## config.mk

```make
export PLATFORM = sky130hd
export DESIGN_NAME = bgcr_regs
export DESIGN_NICKNAME = d
export VERILOG_FILES = /design/src/hw/bgcr_pkg.sv /design/src/hw/bgcr_hold_timer.sv /design/src/hw/bgcr_regs.sv
export SDC_FILE = /design/constraint.sdc
export NUM_CORES = 1
export LEC_CHECK = 0
export CORE_MARGIN = 2
export CORE_UTILIZATION = 40
export CTS_CLUSTER_SIZE = 20
export DETAILED_ROUTE_END_ITERATION = 6
export DONT_BUFFER_PORTS = 1
export GPL_TIMING_DRIVEN = 1
export PLACE_DENSITY = 0.61
export SLEW_MARGIN = 20
export SYNTH_ARGS = -nofsm -noshare
export SYNTH_HDL_FRONTEND = slang
export SYNTH_SLANG_ARGS = --single-unit
```

## constraint.sdc

```tcl
create_clock -name ref_clk_i -period 3.3 [get_ports ref_clk_i]
set_input_delay 0.66 -clock ref_clk_i [delete_from_list [all_inputs] [get_ports ref_clk_i]]
set_output_delay 0.66 -clock ref_clk_i [all_outputs]
set_load 0.1 [all_outputs]
```

## src/hw/bgcr_pkg.sv

```systemverilog
// bgcr_pkg: constants and carrier types of the global buck configuration bank
// assumes: byte-wide register port behind the serial control decoder
package bgcr_pkg;
  // register addresses
  localparam logic [7:0] BGCR_ADDR_SLEW_SS = 8'h33;
  localparam logic [7:0] BGCR_ADDR_SLEW_RAMP = 8'h34;
  localparam logic [7:0] BGCR_ADDR_PROT = 8'h35;
  localparam logic [7:0] BGCR_ADDR_RSVD_LO = 8'h36;
  // reset values
  localparam logic [7:0] BGCR_RST_SLEW_SS = 8'h24;
  localparam logic [7:0] BGCR_RST_SLEW_RAMP = 8'h24;
  localparam logic [7:0] BGCR_RST_PROT = 8'h5f;
  // writable bits; bits 7 and 3 of the slew registers are reserved
  localparam logic [7:0] BGCR_SLEW_MASK = 8'h77;
  // field positions
  localparam int BGCR_HI_CODE_LSB = 4;
  localparam int BGCR_LO_CODE_LSB = 0;
  localparam int BGCR_BIT_ILIM_OFF = 7;
  localparam int BGCR_BIT_AZX = 6;
  localparam int BGCR_BIT_SHARE_WIDE = 5;
  localparam int BGCR_BIT_SHARE_EN = 4;
  localparam int BGCR_BIT_BRAKE = 3;
  localparam int BGCR_BIT_NMASK_LONG = 2;
  localparam int BGCR_BIT_PBOOST = 1;
  localparam int BGCR_BIT_NBOOST = 0;
  // negative boost mask lengths in minimum on-time clocks
  localparam logic [3:0] BGCR_NMASK_SHORT = 4'h2;
  localparam logic [3:0] BGCR_NMASK_LONG = 4'h8;
  // forced switching hold after ramp-down target
  localparam int BGCR_FS_HOLD_US = 50;
  localparam int BGCR_CLK_MHZ = 100;
  localparam int BGCR_FS_HOLD_CYC = BGCR_FS_HOLD_US * BGCR_CLK_MHZ;
  // slew rates as multiples of 1.25 mV/us
  localparam logic [5:0] BGCR_RATE_1P25 = 6'h01;
  localparam logic [5:0] BGCR_RATE_2P5 = 6'h02;
  localparam logic [5:0] BGCR_RATE_5 = 6'h04;
  localparam logic [5:0] BGCR_RATE_10 = 6'h08;
  localparam logic [5:0] BGCR_RATE_20 = 6'h10;
  localparam logic [5:0] BGCR_RATE_40 = 6'h20;
  localparam logic [5:0] BGCR_RATE_60 = 6'h30;
  localparam logic [5:0] BGCR_RATE_NONE = 6'h00;

  // decoded configuration seen by the analog control
  typedef struct packed {
    logic [2:0] shutdown_slew_code;
    logic [2:0] soft_start_slew_code;
    logic [2:0] ramp_down_slew_code;
    logic [2:0] ramp_up_slew_code;
    logic [5:0] shutdown_rate;
    logic [5:0] soft_start_rate;
    logic [5:0] ramp_down_rate;
    logic [5:0] ramp_up_rate;
    logic current_limit_disable;
    logic adaptive_zero_cross_enable;
    logic share_range_wide;
    logic share_enable;
    logic body_brake_enable;
    logic negative_boost_mask_len;
    logic positive_boost_enable;
    logic negative_boost_enable;
  } bgcr_cfg_type;
endpackage : bgcr_pkg

```

## src/hw/bgcr_hold_timer.sv

```systemverilog
// bgcr_hold_timer: loadable down counter that reports busy while nonzero
// assumes: start wins over clear and tick; synchronous high reset
`timescale 1ns/100ps
`default_nettype none
module bgcr_hold_timer #(
  parameter int W = 4
) (
  input wire logic ref_clk_i,
  input wire logic srst_i,
  input wire logic start_i,
  input wire logic [W-1:0] load_i,
  input wire logic tick_i,
  input wire logic clear_i,
  output logic busy_o
);
  logic [W-1:0] cnt_q;
  logic [W-1:0] cnt_d;

  // next count
  always_comb
  begin
    cnt_d = cnt_q;
    if (start_i)
    begin
      cnt_d = load_i;
    end
    else if (clear_i)
    begin
      cnt_d = '0;
    end
    else if (tick_i && cnt_q != '0)
    begin
      cnt_d = cnt_q - 1'b1;
    end
  end

  // count register
  always_ff @(posedge ref_clk_i)
  begin
    if (srst_i)
    begin
      cnt_q <= '0;
    end
    else
    begin
      cnt_q <= cnt_d;
    end
  end

  assign busy_o = (cnt_q != '0);
endmodule : bgcr_hold_timer
`default_nettype wire

```

## src/hw/bgcr_regs.sv

```systemverilog
// bgcr_regs: global slew, protection and transient configuration bank
// assumes: serial port decoder gives one-cycle byte read/write strobes
// How it works
// - first register bits 6:4 pick shutdown slew, 111b is 60, reset 010b
// - first register bits 2:0 pick soft-start slew up to 60, reset 100b
// - second register bits 6:4 pick ramp-down slew like shutdown, reset 010b
// - second register bits 2:0 pick ramp-up slew, 110b and 111b give 60
// - third register bit 7 high disables current limits, reset 0
// - third register bit 6 enables adaptive zero crossing, reset 1
// - third register bit 5 selects wide sharing range, reset 0
// - third register bit 4 enables current sharing, reset 1
// - third register bit 3 enables body braking during positive boost, reset 1
// - after negative boost, mask further ones 2 or 8 on-time clocks
// - bit 1 enables positive boost, bit 0 negative boost, both reset 1
// - addresses 0x36 to 0xff are reserved, no function
// - falling-slew control forces continuous switching during ramp-down
// - forced switching holds 50 us after target is reached
`timescale 1ns/100ps
`default_nettype none
module bgcr_regs
  import bgcr_pkg::*;
#(
  parameter int FS_HOLD_CYC = BGCR_FS_HOLD_CYC,
  parameter int FS_W = 13
) (
  input wire logic ref_clk_i,
  input wire logic srst_i,
  input wire logic reg_wr_i,
  input wire logic reg_rd_i,
  input wire logic [7:0] reg_addr_i,
  input wire logic [7:0] reg_wdata_i,
  output logic [7:0] reg_rdata_o,
  output logic reg_rvalid_o,
  input wire logic negative_transient_boost_i,
  input wire logic positive_transient_boost_i,
  input wire logic minimum_on_time_signal_i,
  input wire logic falling_slew_control_enable_i,
  input wire logic ramp_down_active_i,
  input wire logic target_reached_i,
  output bgcr_cfg_type cfg_o,
  output logic negative_boost_fire_o,
  output logic positive_boost_fire_o,
  output logic body_brake_o,
  output logic negative_boost_masked_o,
  output logic forced_switching_o
);
  logic [7:0] slew_ss_q;
  logic [7:0] slew_ss_d;
  logic [7:0] slew_ramp_q;
  logic [7:0] slew_ramp_d;
  logic [7:0] prot_q;
  logic [7:0] prot_d;
  logic [7:0] rdata_q;
  logic [7:0] rdata_d;
  logic rvalid_q;
  logic rvalid_d;
  logic nb_fire;
  logic fs_start;

  // write path; reserved space ignores writes
  always_comb
  begin
    slew_ss_d = slew_ss_q;
    slew_ramp_d = slew_ramp_q;
    prot_d = prot_q;
    if (reg_wr_i)
    begin
      if (reg_addr_i == BGCR_ADDR_SLEW_SS)
      begin
        slew_ss_d = reg_wdata_i & BGCR_SLEW_MASK;
      end
      else if (reg_addr_i == BGCR_ADDR_SLEW_RAMP)
      begin
        slew_ramp_d = reg_wdata_i & BGCR_SLEW_MASK;
      end
      else if (reg_addr_i == BGCR_ADDR_PROT)
      begin
        prot_d = reg_wdata_i;
      end
    end
  end

  // read path, data one cycle after the strobe
  always_comb
  begin
    rdata_d = rdata_q;
    rvalid_d = reg_rd_i;
    if (reg_rd_i)
    begin
      if (reg_addr_i == BGCR_ADDR_SLEW_SS)
      begin
        rdata_d = slew_ss_q;
      end
      else if (reg_addr_i == BGCR_ADDR_SLEW_RAMP)
      begin
        rdata_d = slew_ramp_q;
      end
      else if (reg_addr_i == BGCR_ADDR_PROT)
      begin
        rdata_d = prot_q;
      end
      else
      begin
        rdata_d = 8'h00;
      end
    end
  end

  // register bank
  always_ff @(posedge ref_clk_i)
  begin
    if (srst_i)
    begin
      slew_ss_q <= BGCR_RST_SLEW_SS;
      slew_ramp_q <= BGCR_RST_SLEW_RAMP;
      prot_q <= BGCR_RST_PROT;
      rdata_q <= 8'h00;
      rvalid_q <= 1'b0;
    end
    else
    begin
      slew_ss_q <= slew_ss_d;
      slew_ramp_q <= slew_ramp_d;
      prot_q <= prot_d;
      rdata_q <= rdata_d;
      rvalid_q <= rvalid_d;
    end
  end

  // code to rate; shutdown-style fields give 60 at 111b only
  function automatic logic [5:0] rate_of(input logic [2:0] code, input logic six_is_60);
    logic [5:0] r;
    r = BGCR_RATE_NONE;
    case (code)
      3'h0: r = BGCR_RATE_1P25;
      3'h1: r = BGCR_RATE_2P5;
      3'h2: r = BGCR_RATE_5;
      3'h3: r = BGCR_RATE_10;
      3'h4: r = BGCR_RATE_20;
      3'h5: r = BGCR_RATE_40;
      3'h6: r = six_is_60 ? BGCR_RATE_60 : BGCR_RATE_NONE;
      default: r = BGCR_RATE_60;
    endcase
    return r;
  endfunction : rate_of

  // field decode
  always_comb
  begin
    cfg_o.shutdown_slew_code = slew_ss_q[BGCR_HI_CODE_LSB +: 3];
    cfg_o.soft_start_slew_code = slew_ss_q[BGCR_LO_CODE_LSB +: 3];
    cfg_o.ramp_down_slew_code = slew_ramp_q[BGCR_HI_CODE_LSB +: 3];
    cfg_o.ramp_up_slew_code = slew_ramp_q[BGCR_LO_CODE_LSB +: 3];
    cfg_o.shutdown_rate = rate_of(cfg_o.shutdown_slew_code, 1'b0);
    cfg_o.soft_start_rate = rate_of(cfg_o.soft_start_slew_code, 1'b1);
    cfg_o.ramp_down_rate = rate_of(cfg_o.ramp_down_slew_code, 1'b0);
    cfg_o.ramp_up_rate = rate_of(cfg_o.ramp_up_slew_code, 1'b1);
    cfg_o.current_limit_disable = prot_q[BGCR_BIT_ILIM_OFF];
    cfg_o.adaptive_zero_cross_enable = prot_q[BGCR_BIT_AZX];
    cfg_o.share_range_wide = prot_q[BGCR_BIT_SHARE_WIDE];
    cfg_o.share_enable = prot_q[BGCR_BIT_SHARE_EN];
    cfg_o.body_brake_enable = prot_q[BGCR_BIT_BRAKE];
    cfg_o.negative_boost_mask_len = prot_q[BGCR_BIT_NMASK_LONG];
    cfg_o.positive_boost_enable = prot_q[BGCR_BIT_PBOOST];
    cfg_o.negative_boost_enable = prot_q[BGCR_BIT_NBOOST];
  end

  // transient boost gating and braking
  assign positive_boost_fire_o = positive_transient_boost_i & prot_q[BGCR_BIT_PBOOST];
  assign body_brake_o = positive_boost_fire_o & prot_q[BGCR_BIT_BRAKE];
  assign nb_fire = negative_transient_boost_i & prot_q[BGCR_BIT_NBOOST]
                   & ~negative_boost_masked_o;
  assign negative_boost_fire_o = nb_fire;

  // negative boost mask window in on-time clocks
  bgcr_hold_timer #(.W(4)) u_nmask (
    .ref_clk_i(ref_clk_i),
    .srst_i(srst_i),
    .start_i(nb_fire),
    .load_i(prot_q[BGCR_BIT_NMASK_LONG] ? BGCR_NMASK_LONG : BGCR_NMASK_SHORT),
    .tick_i(minimum_on_time_signal_i),
    .clear_i(1'b0),
    .busy_o(negative_boost_masked_o)
  );

  // checker helper: top bit keeps the mask length, low bits count ticks since a fire
  logic [4:0] nm_seen_q;
  logic [4:0] nm_seen_d;
  always_comb
  begin
    nm_seen_d = nm_seen_q;
    if (nb_fire)
    begin
      nm_seen_d = {prot_q[BGCR_BIT_NMASK_LONG], 4'h0};
    end
    else if (minimum_on_time_signal_i && nm_seen_q[3:0] != 4'hf)
    begin
      nm_seen_d = nm_seen_q + 5'h01;
    end
  end
  // helper register, saturated after reset so no mask is expected
  always_ff @(posedge ref_clk_i)
  begin
    if (srst_i)
    begin
      nm_seen_q <= 5'h0f;
    end
    else
    begin
      nm_seen_q <= nm_seen_d;
    end
  end

  // forced switching hold after ramp-down reaches target
  assign fs_start = falling_slew_control_enable_i & target_reached_i;
  logic fs_hold;
  bgcr_hold_timer #(.W(FS_W)) u_fshold (
    .ref_clk_i(ref_clk_i),
    .srst_i(srst_i),
    .start_i(fs_start),
    .load_i(FS_W'(FS_HOLD_CYC)),
    .tick_i(1'b1),
    .clear_i(~falling_slew_control_enable_i),
    .busy_o(fs_hold)
  );
  assign forced_switching_o = falling_slew_control_enable_i
                              & (ramp_down_active_i | fs_hold);

  assign reg_rdata_o = rdata_q;
  assign reg_rvalid_o = rvalid_q;

  // checks
  property p_slew_reserved_zero;
    @(posedge ref_clk_i) disable iff (srst_i)
      (slew_ss_q[7] == 1'b0) && (slew_ss_q[3] == 1'b0)
      && (slew_ramp_q[7] == 1'b0) && (slew_ramp_q[3] == 1'b0);
  endproperty
  a_slew_reserved_zero: assert property (p_slew_reserved_zero)
    else $error("reserved slew bit set");

  property p_rsvd_reads_zero;
    @(posedge ref_clk_i) disable iff (srst_i)
      reg_rd_i && reg_addr_i >= BGCR_ADDR_RSVD_LO |=> reg_rvalid_o && reg_rdata_o == 8'h00;
  endproperty
  a_rsvd_reads_zero: assert property (p_rsvd_reads_zero) else $error("rsvd not zero");

  property p_prot_write_read;
    @(posedge ref_clk_i) disable iff (srst_i)
      reg_wr_i && reg_addr_i == BGCR_ADDR_PROT ##1 reg_rd_i && reg_addr_i == BGCR_ADDR_PROT
      && !reg_wr_i |=> reg_rdata_o == $past(reg_wdata_i, 2);
  endproperty
  a_prot_write_read: assert property (p_prot_write_read) else $error("prot readback");

  property p_reset_values;
    @(posedge ref_clk_i) $fell(srst_i) |-> slew_ss_q == 8'h24 && slew_ramp_q == 8'h24
      && prot_q == 8'h5f;
  endproperty
  a_reset_values: assert property (p_reset_values) else $error("bad reset value");

  property p_shutdown_111;
    @(posedge ref_clk_i) disable iff (srst_i)
      cfg_o.shutdown_slew_code == 3'h7 |-> cfg_o.shutdown_rate == 6'h30;
  endproperty
  a_shutdown_111: assert property (p_shutdown_111) else $error("shutdown 111b rate");

  property p_ramp_up_60;
    @(posedge ref_clk_i) disable iff (srst_i)
      cfg_o.ramp_up_slew_code[2:1] == 2'b11 |-> cfg_o.ramp_up_rate == 6'h30;
  endproperty
  a_ramp_up_60: assert property (p_ramp_up_60) else $error("ramp-up top not 60");

  property p_nmask_len;
    @(posedge ref_clk_i) disable iff (srst_i)
      negative_boost_masked_o
      == (nm_seen_q[3:0] < (nm_seen_q[4] ? BGCR_NMASK_LONG : BGCR_NMASK_SHORT));
  endproperty
  a_nmask_len: assert property (p_nmask_len) else $error("mask length wrong");

  property p_nmask_blocks;
    @(posedge ref_clk_i) disable iff (srst_i)
      negative_boost_masked_o |-> !negative_boost_fire_o;
  endproperty
  a_nmask_blocks: assert property (p_nmask_blocks) else $error("fired while masked");

  property p_fs_hold;
    @(posedge ref_clk_i) disable iff (srst_i)
      fs_start |=> forced_switching_o [*8];
  endproperty
  a_fs_hold: assert property (p_fs_hold) else $error("forced hold dropped early");

  property p_brake_needs_boost;
    @(posedge ref_clk_i) disable iff (srst_i)
      body_brake_o |-> positive_transient_boost_i && prot_q[BGCR_BIT_PBOOST];
  endproperty
  a_brake_needs_boost: assert property (p_brake_needs_boost) else $error("no boost");
endmodule : bgcr_regs
`default_nettype wire

```

; After elaboration in Yosys (flattened, before gate mapping)
; Index checks and enable logic that the tools add are counted.
[op_classes]
n_mux = 13
n_eq_ne = 26
n_reduce_logical = 12
addsub = 2
bitwise = 11
[op_table]
columns = op, count
row1 = 6-bit one-hot mux with 7 select lines, 2
row2 = 6-bit one-hot mux with 6 select lines, 2
row3 = 13-bit two-way mux, 3
row4 = 3-bit equality test (second input constant), 10
row5 = 3-bit by 2-bit equality test with 1-bit output (second input constant), 8
row6 = 8-bit by 6-bit equality test with 1-bit output (second input constant), 3
row7 = 8-bit two-way mux, 3
row8 = 13-bit nonzero test, 1
row9 = 13-bit by 1-bit subtractor with 13-bit output (second input constant), 1
row10 = 3-bit by 1-bit equality test with 1-bit output (second input constant), 4
row11 = 3-bit logical NOT, 4
row12 = 4-bit two-way mux, 3
row13 = 1-bit bitwise AND, 6
row14 = 1-bit inverter, 4
row15 = 4-bit AND reduction, 1
row16 = 4-bit nonzero test, 1
row17 = 4-bit by 1-bit subtractor with 4-bit output (second input constant), 1
row18 = 3-bit by 1-bit inequality test with 1-bit output (second input constant), 1
row19 = 3-bit AND reduction, 1
row20 = 3-bit OR reduction, 1
row21 = 2-bit AND reduction, 1
row22 = 2-bit nonzero test, 1
row23 = 1-bit logical AND, 1
row24 = 1-bit OR, 1
[word_totals]
input_bits = 26
regBits = 46
output_inout_bits = 58

; Depth between registers and ports, before layout
; Gate-level depths: netlist of the first run.
[logic_depth]
word_depth = 4
ltp_mapped = 7
ltp_nobuf = 6

; By module
; Synthesis of the first run repeated with hierarchy kept, for this count alone.
[hier_totals]
hier_cells = 328
hier_area_um2 = 2822.7
[modules_own_cells]
columns = module, area_per_inst_um2, cells_each, n_inst
row1 = bgcr_regs, 1639.1, 187, 1
row2 = bgcr_hold_timer (u_fshold), 927.1, 111, 1
row3 = bgcr_hold_timer (u_nmask), 256.5, 30, 1

; Least setup slack after synthesis of the first run
; No wires, ideal clock.
[synth_timing]
path_type = reg2out
from = reg slew_ss_q[4]
to = out cfg_o[27] in the netlist's numbering
stages_incl_launch_ff = 3
setup_slack_ns = -0.827
t_arrival_ns = 3.467
path_cell_list = dfxtp_1 -> clkbuf_1 -> nor3b_1
[synth_lines]
columns = item, line_no
row1 = from (decl), bgcr_regs.sv:47  ; logic [7:0] slew_ss_q;
row2 = from (signal assigned), bgcr_regs.sv:122  ; slew_ss_q <= slew_ss_d;
row3 = to (decl), bgcr_regs.sv:40  ; output bgcr_cfg_type cfg_o,

; Final worst setup path of the first run
[layout_timing]
from = reg u_fshold.cnt_q[0]
to = out forced_switching_o
[layout_between]
elab_chain_len = 3
[layout_rtl]
columns = item, line_no
row1 = from (decl), bgcr_hold_timer.sv:16  ; logic [W-1:0] cnt_q;
row2 = from (signal assigned), bgcr_hold_timer.sv:46  ; cnt_q <= cnt_d;
row3 = 13-bit nonzero test, bgcr_hold_timer.sv:50  ; assign busy_o = (cnt_q != '0);
row4 = 1-bit OR, bgcr_regs.sv:227  ; & (ramp_down_active_i | fs_hold);
row5 = 1-bit bitwise AND, bgcr_regs.sv:227
row6 = to (decl), bgcr_regs.sv:45  ; output logic forced_switching_o
; Every way passes these cells.

==> results of run 1 <==
-- per-stage QoR --
step / utilization / TNS [ps] / hold slack, ps / total power, W
2_1_floorplan: - / -3660 / 454 / 0.00102
3_3_place_gp: 0.521 / 0 / 463 / 0.00106
3_5_place_dp: 0.521 / 0 / 474 / 0.00106
4_1_cts: 0.542 / 0 / 424 / 0.00148
5_1_grt: 0.542 / 0 / 415 / 0.00155
6_report: 0.542 / 0 / 429 / 0.00148
-- flip-flops by register name (all words and copies together), names as in the netlist --
name            cells
prot_q              8
reg_rdata_o         8
reg_rvalid_o        1
slew_ramp_q         6
slew_ss_q           6
u_fshold.cnt_q     13
u_nmask.cnt_q       4
-- cells in the mapped netlist (3+ instances only) --
cell type and number:
inv_1 11, nand2_1 15, a22oi_1 6, o21ai_0 5
xnor2_1 3, and2_1 5, and3_1 3, or4_1 3
nor3_1 15, a21o_1 6, nor2b_1 3, clkbuf_1 15
and3b_1 4, mux2i_1 12, dfxtp_1 46, nor3b_1 9
o21a_1 3, o31ai_1 8, nand2b_1 7, a21oi_1 21
a211o_1 3, nor2_1 35, or3b_2 3, nand4_1 6
-- worst max-delay path by stage --
stage / slack (ps) / start / end / cells past startpoint
3_3_place_gp: 470 / u_fshold.cnt_q[0] / forced_switching_o / 5
3_5_place_dp: 440 / u_fshold.cnt_q[0] / forced_switching_o / 5
5_1_grt: 30 / u_fshold.cnt_q[1] / forced_switching_o / 5
4_1_cts: 110 / u_fshold.cnt_q[0] / forced_switching_o / 5
2_1_floorplan: -700 / slew_ss_q[0] / cfg_o[21] / 1
6_report: 120 / u_fshold.cnt_q[0] / forced_switching_o / 5
-- layer usage --
metal | track usage | share of wire | vias to the layer above
met3 | 0.0730 | 0.095 | 4
met2 | 0.294 | 0.47 | 72
met4 | 0.0356 | 0.0050 | 0
met1 | 0.244 | 0.43 | 960
met5 | 0 | 0 | -
li1 | - | - | 1045
-- worst max-delay path: stages, from the launching register on --
cell	delay, ps
dfxtp_1	340
inv_1	80
ha_1	190
or3b_2	490
or4_4	580
o21a_1	560
-- placed cells by master, fill, tap and decap left out, types with 6 or more instances in the layout --
cell type  netlist  final
mux2i_1         12     12
buf_4            0     36
clkbuf_16        0      6
nand4_1          6      6
nor3_1          15      9
nand2b_1         7      7
clkbuf_8         0      6
dfxtp_1         46     46
inv_1           11     11
nor3b_4          0      6
a21oi_1         21     21
o31ai_1          8      8
nor2_1          35     34
a22oi_1          6      6
a21o_1           6      6
nand2_1         15     15
-- report_power, final --
part           internal, W  leakage, nW  switching, W
sequential        0.000585        0.373     0.0000308
combinational     0.000131        0.888      0.000304
clock             0.000243       0.0573      0.000187
total             0.000958         1.32      0.000522
-- logic make-up (layout without fill, tap and decap cells) --
family / Yosys count / count (layout)
and+or+nand+nor: 120 / 120
buffers and inverters: 28 / 60
xor gates and xnor gates: 5 / 5
muxes: 12 / 12
adders and majority gates: 2 / 2
AOI/OAI and AO/OA: 62 / 62
DFF: 46 / 46
-- cell type report --
class	count	area share
well taps	72	0.0300
inverters	11	0.0138
flip-flops and latches	46	0.307
clock inverters	1	0.0100
multi-input cells	201	0.472
repair buffers	42	0.140
clock buffers	6	0.0275
==> flow_summary.toml, run 1 <==
[outcome]
status = "complete, no violations"

[worst_setup_path]
path_max_fanout = 11
required_ps = 2640
startpoint_type = "flip-flop"
worstSetupPathType = "flip-flop to output port"
arrival_ps = 2520
endpoint_kind = "output port"
r2r-start = "u_nmask.cnt_q[0]"
r2r_slack_ps = 1070
r2r_cells = 6
reg2reg_to = "u_nmask.cnt_q[3]"

[place]
place_inst = 372
place_area_um2 = 2890
pre_cts_ws_ps = 438
dp_hpwl_mm = 4.39
place.gp.congestion = 0.806
port_buffers = 0

[clock_network]
hold_buffers = 0
cts_sinks = 46
cts_buffers = 5
cts_resized = 0
cts_tree = "done"
clk_latency_ps = 290
clock-root-buffer = "clkbuf_8"
post-cts-setup-buffers = 0
cts_buffer_depth = 2
htree_levels = 2
clkSlewWorstSetupHoldPaths_ps = 80

[global_route]
grt_overflow = 0
grt_antenna_before_repair = 0
grt_pass1_vias = 1970
grt_max_degree = 37
grt_first_pass_wirelength_mm = 9.58
grt_util_all_layers = 0.187

[timing]
slew_viol_final = 0
finalCriticalPeriod_ps = 3180
fin_worst_skew_ps = 4.19
setup_slack_ps = 121
maxSlewHeadroom = 0.290
worst_slew_pin_slew_ps = 1060
setup_viol = 0
max_freq_mhz = 315
fin_crit_sh = 0.963
rsz0062_at_grt = "no"
hold_viol_final = 0

[die]
num_io_pins = 84
fp.dieH_um = 80.2
core_um2 = 5540
die_x_um = 80.2
initial_utilization = 0.419
fp-row-count = 27
dieArea_um2 = 6430

[power]
irDropWorstVdd_uv = 288
power.static_leakage_nw = 1.32
powerDensity_nw_per_um2 = 493

[yosys]
synth_top_cells_by_area = "dfxtp_1 40%, nor2_1 5.7%, mux2i_1 5.2%"
synthAdderAreaFrac = 0.0108
seq_area_frac_synth = 0.397
syn-num-nets = 303
synth_edf_count = 0
synthDistinctLibCells = 44
synthesis.area_um2 = 2320
synthCells = 275
async_flop_share = 0
yosysWarnings = 0
synth_ff_type = "dfxtp_1"
synth_top_family_by_area = "simple AND/OR/NAND/NOR gates"
synth_compound_area_frac = 0.182
syn_area_per_cell_um2 = 8.44
synthMuxAreaShare = 0.0518
ys_seq_elements = 46
yosysTopAreaCellShare = 0.397
synthXorXnorAreaFrac = 0.0189
synth_area_leader_cell = "dfxtp_1"
yosys.area_share.simple = 0.288

[min_path]
hold_start = "srst_i"
min_path_cells = 1
hold_path_end = "reg_rdata_o[7]"
min-delay-path-class = "primary input to flip-flop"

[drt]
vias_per_cell = 5.49
drc_errors = 0
vias = 2081
drt-total-wl_mm = 5.82
dr.pass1.iters = 4
postRouteAntennaNets = 0
drt_iter0_drc = 78
wl_per_cell_um = 15.3

[final_layout]
stdcell_count = 379
syn2layout_area_growth_pct = 29.3
nFillCells = 504
fin_area_um2 = 3000
final_nets = 335
multi_input_comb_area_um2 = 1420
final-seq-area_um2 = 921
drive_gt1_frac = 0.248
antennaDiodeCount = 0

[flow_run]
maxCapViolations = 0
Note: power is estimated with default switching activity, not from simulation.
==> run 2, diff against run 1 <==
- CORE_UTILIZATION: 40 -> 30
- PLACE_DENSITY: 0.61 -> 0.51
==> flow_summary.toml, run 2 (same netlist as run 1, synthesis figures left out) <==
[power]
internal_power_w = 0.000886
power.static_leakage_nw = 1.31
switching_power_w = 0.000529
powerDensity_nw_per_um2 = 467
clkPwrFrac = 0.255
irDropWorstVdd_uv = 177
pwr-share-seq = 0.435
combPwrFrac = 0.309
swShare = 0.374

[drt]
dr.pass1.iters = 4
vias = 2115
drt-total-wl_mm = 6.33
wl_per_cell_um = 15.4
drc_errors = 0
postRouteAntennaNets = 0
vias_per_cell = 5.15
drt_iter0_drc = 68

[die]
die_x_um = 92.0
core_um2 = 7610
num_io_pins = 84
dieArea_um2 = 8460
fp-row-count = 32
fp.dieH_um = 92.0
initial_utilization = 0.305

[clock_network]
cts_buffers = 5
htree_levels = 2
clk_latency_ps = 300
clkSlewWorstSetupHoldPaths_ps = 80
hold_buffers = 0
cts_buffer_depth = 2
cts_tree = "done"
clock-root-buffer = "clkbuf_8"
cts_sinks = 46

[timing]
fin_worst_skew_ps = 5.17
max_freq_mhz = 328
slew_viol_final = 0
setup_viol = 0
holdWs_ps = 433
worst_slew_pin_slew_ps = 1040
hold_viol_final = 0
fin_crit_sh = 0.924
maxSlewHeadroom = 0.304
rsz0062_at_grt = "no"
finalCriticalPeriod_ps = 3050

[global_route]
grt_overflow = 0
grt_max_degree = 37
grt_antenna_before_repair = 0
grt_first_pass_wirelength_mm = 9.97
grt_pass1_vias = 1923
grt_util_all_layers = 0.147

[worst_setup_path]
required_ps = 2640
path_max_fanout = 11
arrival_ps = 2390
endpoint_kind = "output port"
startpoint_type = "flip-flop"
worstSetupPathType = "flip-flop to output port"

[final_layout]
drive_gt1_frac = 0.252
top_register = "u_fshold.cnt_q"
syn2layout_area_growth_pct = 30.4
layout_common_cells = "46 x dfxtp_1, 37 x buf_4, 34 x nor2_1"
largest_reg_flops = 13
final_nets = 336
nFillCells = 799
final_util = 0.398
final_common_cell = "dfxtp_1"
antennaDiodeCount = 0

[outcome]
status = "complete, no violations"

[min_path]
min-delay-path-class = "primary input to flip-flop"

[flow_run]
maxCapViolations = 0

[place]
dp_hpwl_mm = 4.69
place.gp.congestion = 0.890
port_buffers = 0
## run 2: changes by cell type in the layout (fill, tap and decap cells not counted)
| cell | delta |
|---|---|
| buf_4 | +1 |
| bufinv_16 | -1 |
| clkbuf_1 | +1 |
| clkinv_2 | +1 |
| o21a_1 | -1 |
| o21a_2 | +1 |
## run 2: worst max-delay path, stage by stage (launching register included)
cell	delay [ps]
dfxtp_1	330
inv_1	70
ha_1	190
or3b_2	490
or4_4	580
o21a_2	420
## run 2: area by class of cell
type                       instances  area, um^2  area share
tap                              102         128      0.0422
timing repair buffer              43         428       0.141
clock buffer                       7        86.3      0.0285
inverter                          11        41.3      0.0136
multi-input combinational        201        1420       0.468
sequential                        46         921       0.304
clock inverter                     1        5.00     0.00165
## run 2: per-stage QoR
stage               TNS, ps  cells  power [W]  cell area, um^2  setup WS (ps)
floorplan             -3660    275    0.00102             2370           -700
global placement          0    403    0.00106             2930            459
detailed placement        0    403    0.00106             2930            426
CTS                       0    411    0.00143             3020           90.1
global route              0    411    0.00149             3030            130
finish                    0    411    0.00141             3030            250
## run 2: power by group through the flow
stage / Sequential (W) / Clock [W] / Combinational (W)
after floorplan: 0.000624 / 0 / 0.000399
after global placement: 0.000626 / 0 / 0.000433
after detailed placement: 0.000628 / 0 / 0.000435
after CTS: 0.000615 / 0.000373 / 0.000437
after global routing: 0.000620 / 0.000397 / 0.000474
final: 0.000615 / 0.000361 / 0.000438
## run 2: final timing paths
| check | from | end | slack [ps] | cells after the start |
|---|---|---|---|---|
| max | u_fshold.cnt_q[0] | forced_switching_o | 250 | 5 |
| min | srst_i | u_nmask.cnt_q[2] | 430 | 1 |
| max reg2reg | u_nmask.cnt_q[0] | u_nmask.cnt_q[3] | 1060 | 6 |
| min reg2reg | u_nmask.cnt_q[2] | u_nmask.cnt_q[2] | 500 | 2 |
## run 2: per-layer routing
layer	wire, um	track usage	vias to the layer above
met4	30	0.0410	0
met5	0	0	-
met2	2900	0.232	71
met1	2880	0.190	991
li1	-	-	1051
met3	523	0.0542	2
## run 2: repair_timing
item | 4_1_cts | 5_1_grt
endpoints found under the hold margin | 0 | 0
setup endpoints to repair | 0 | 1
buffers inserted | 0 | 0
gates resized for setup | 0 | 1
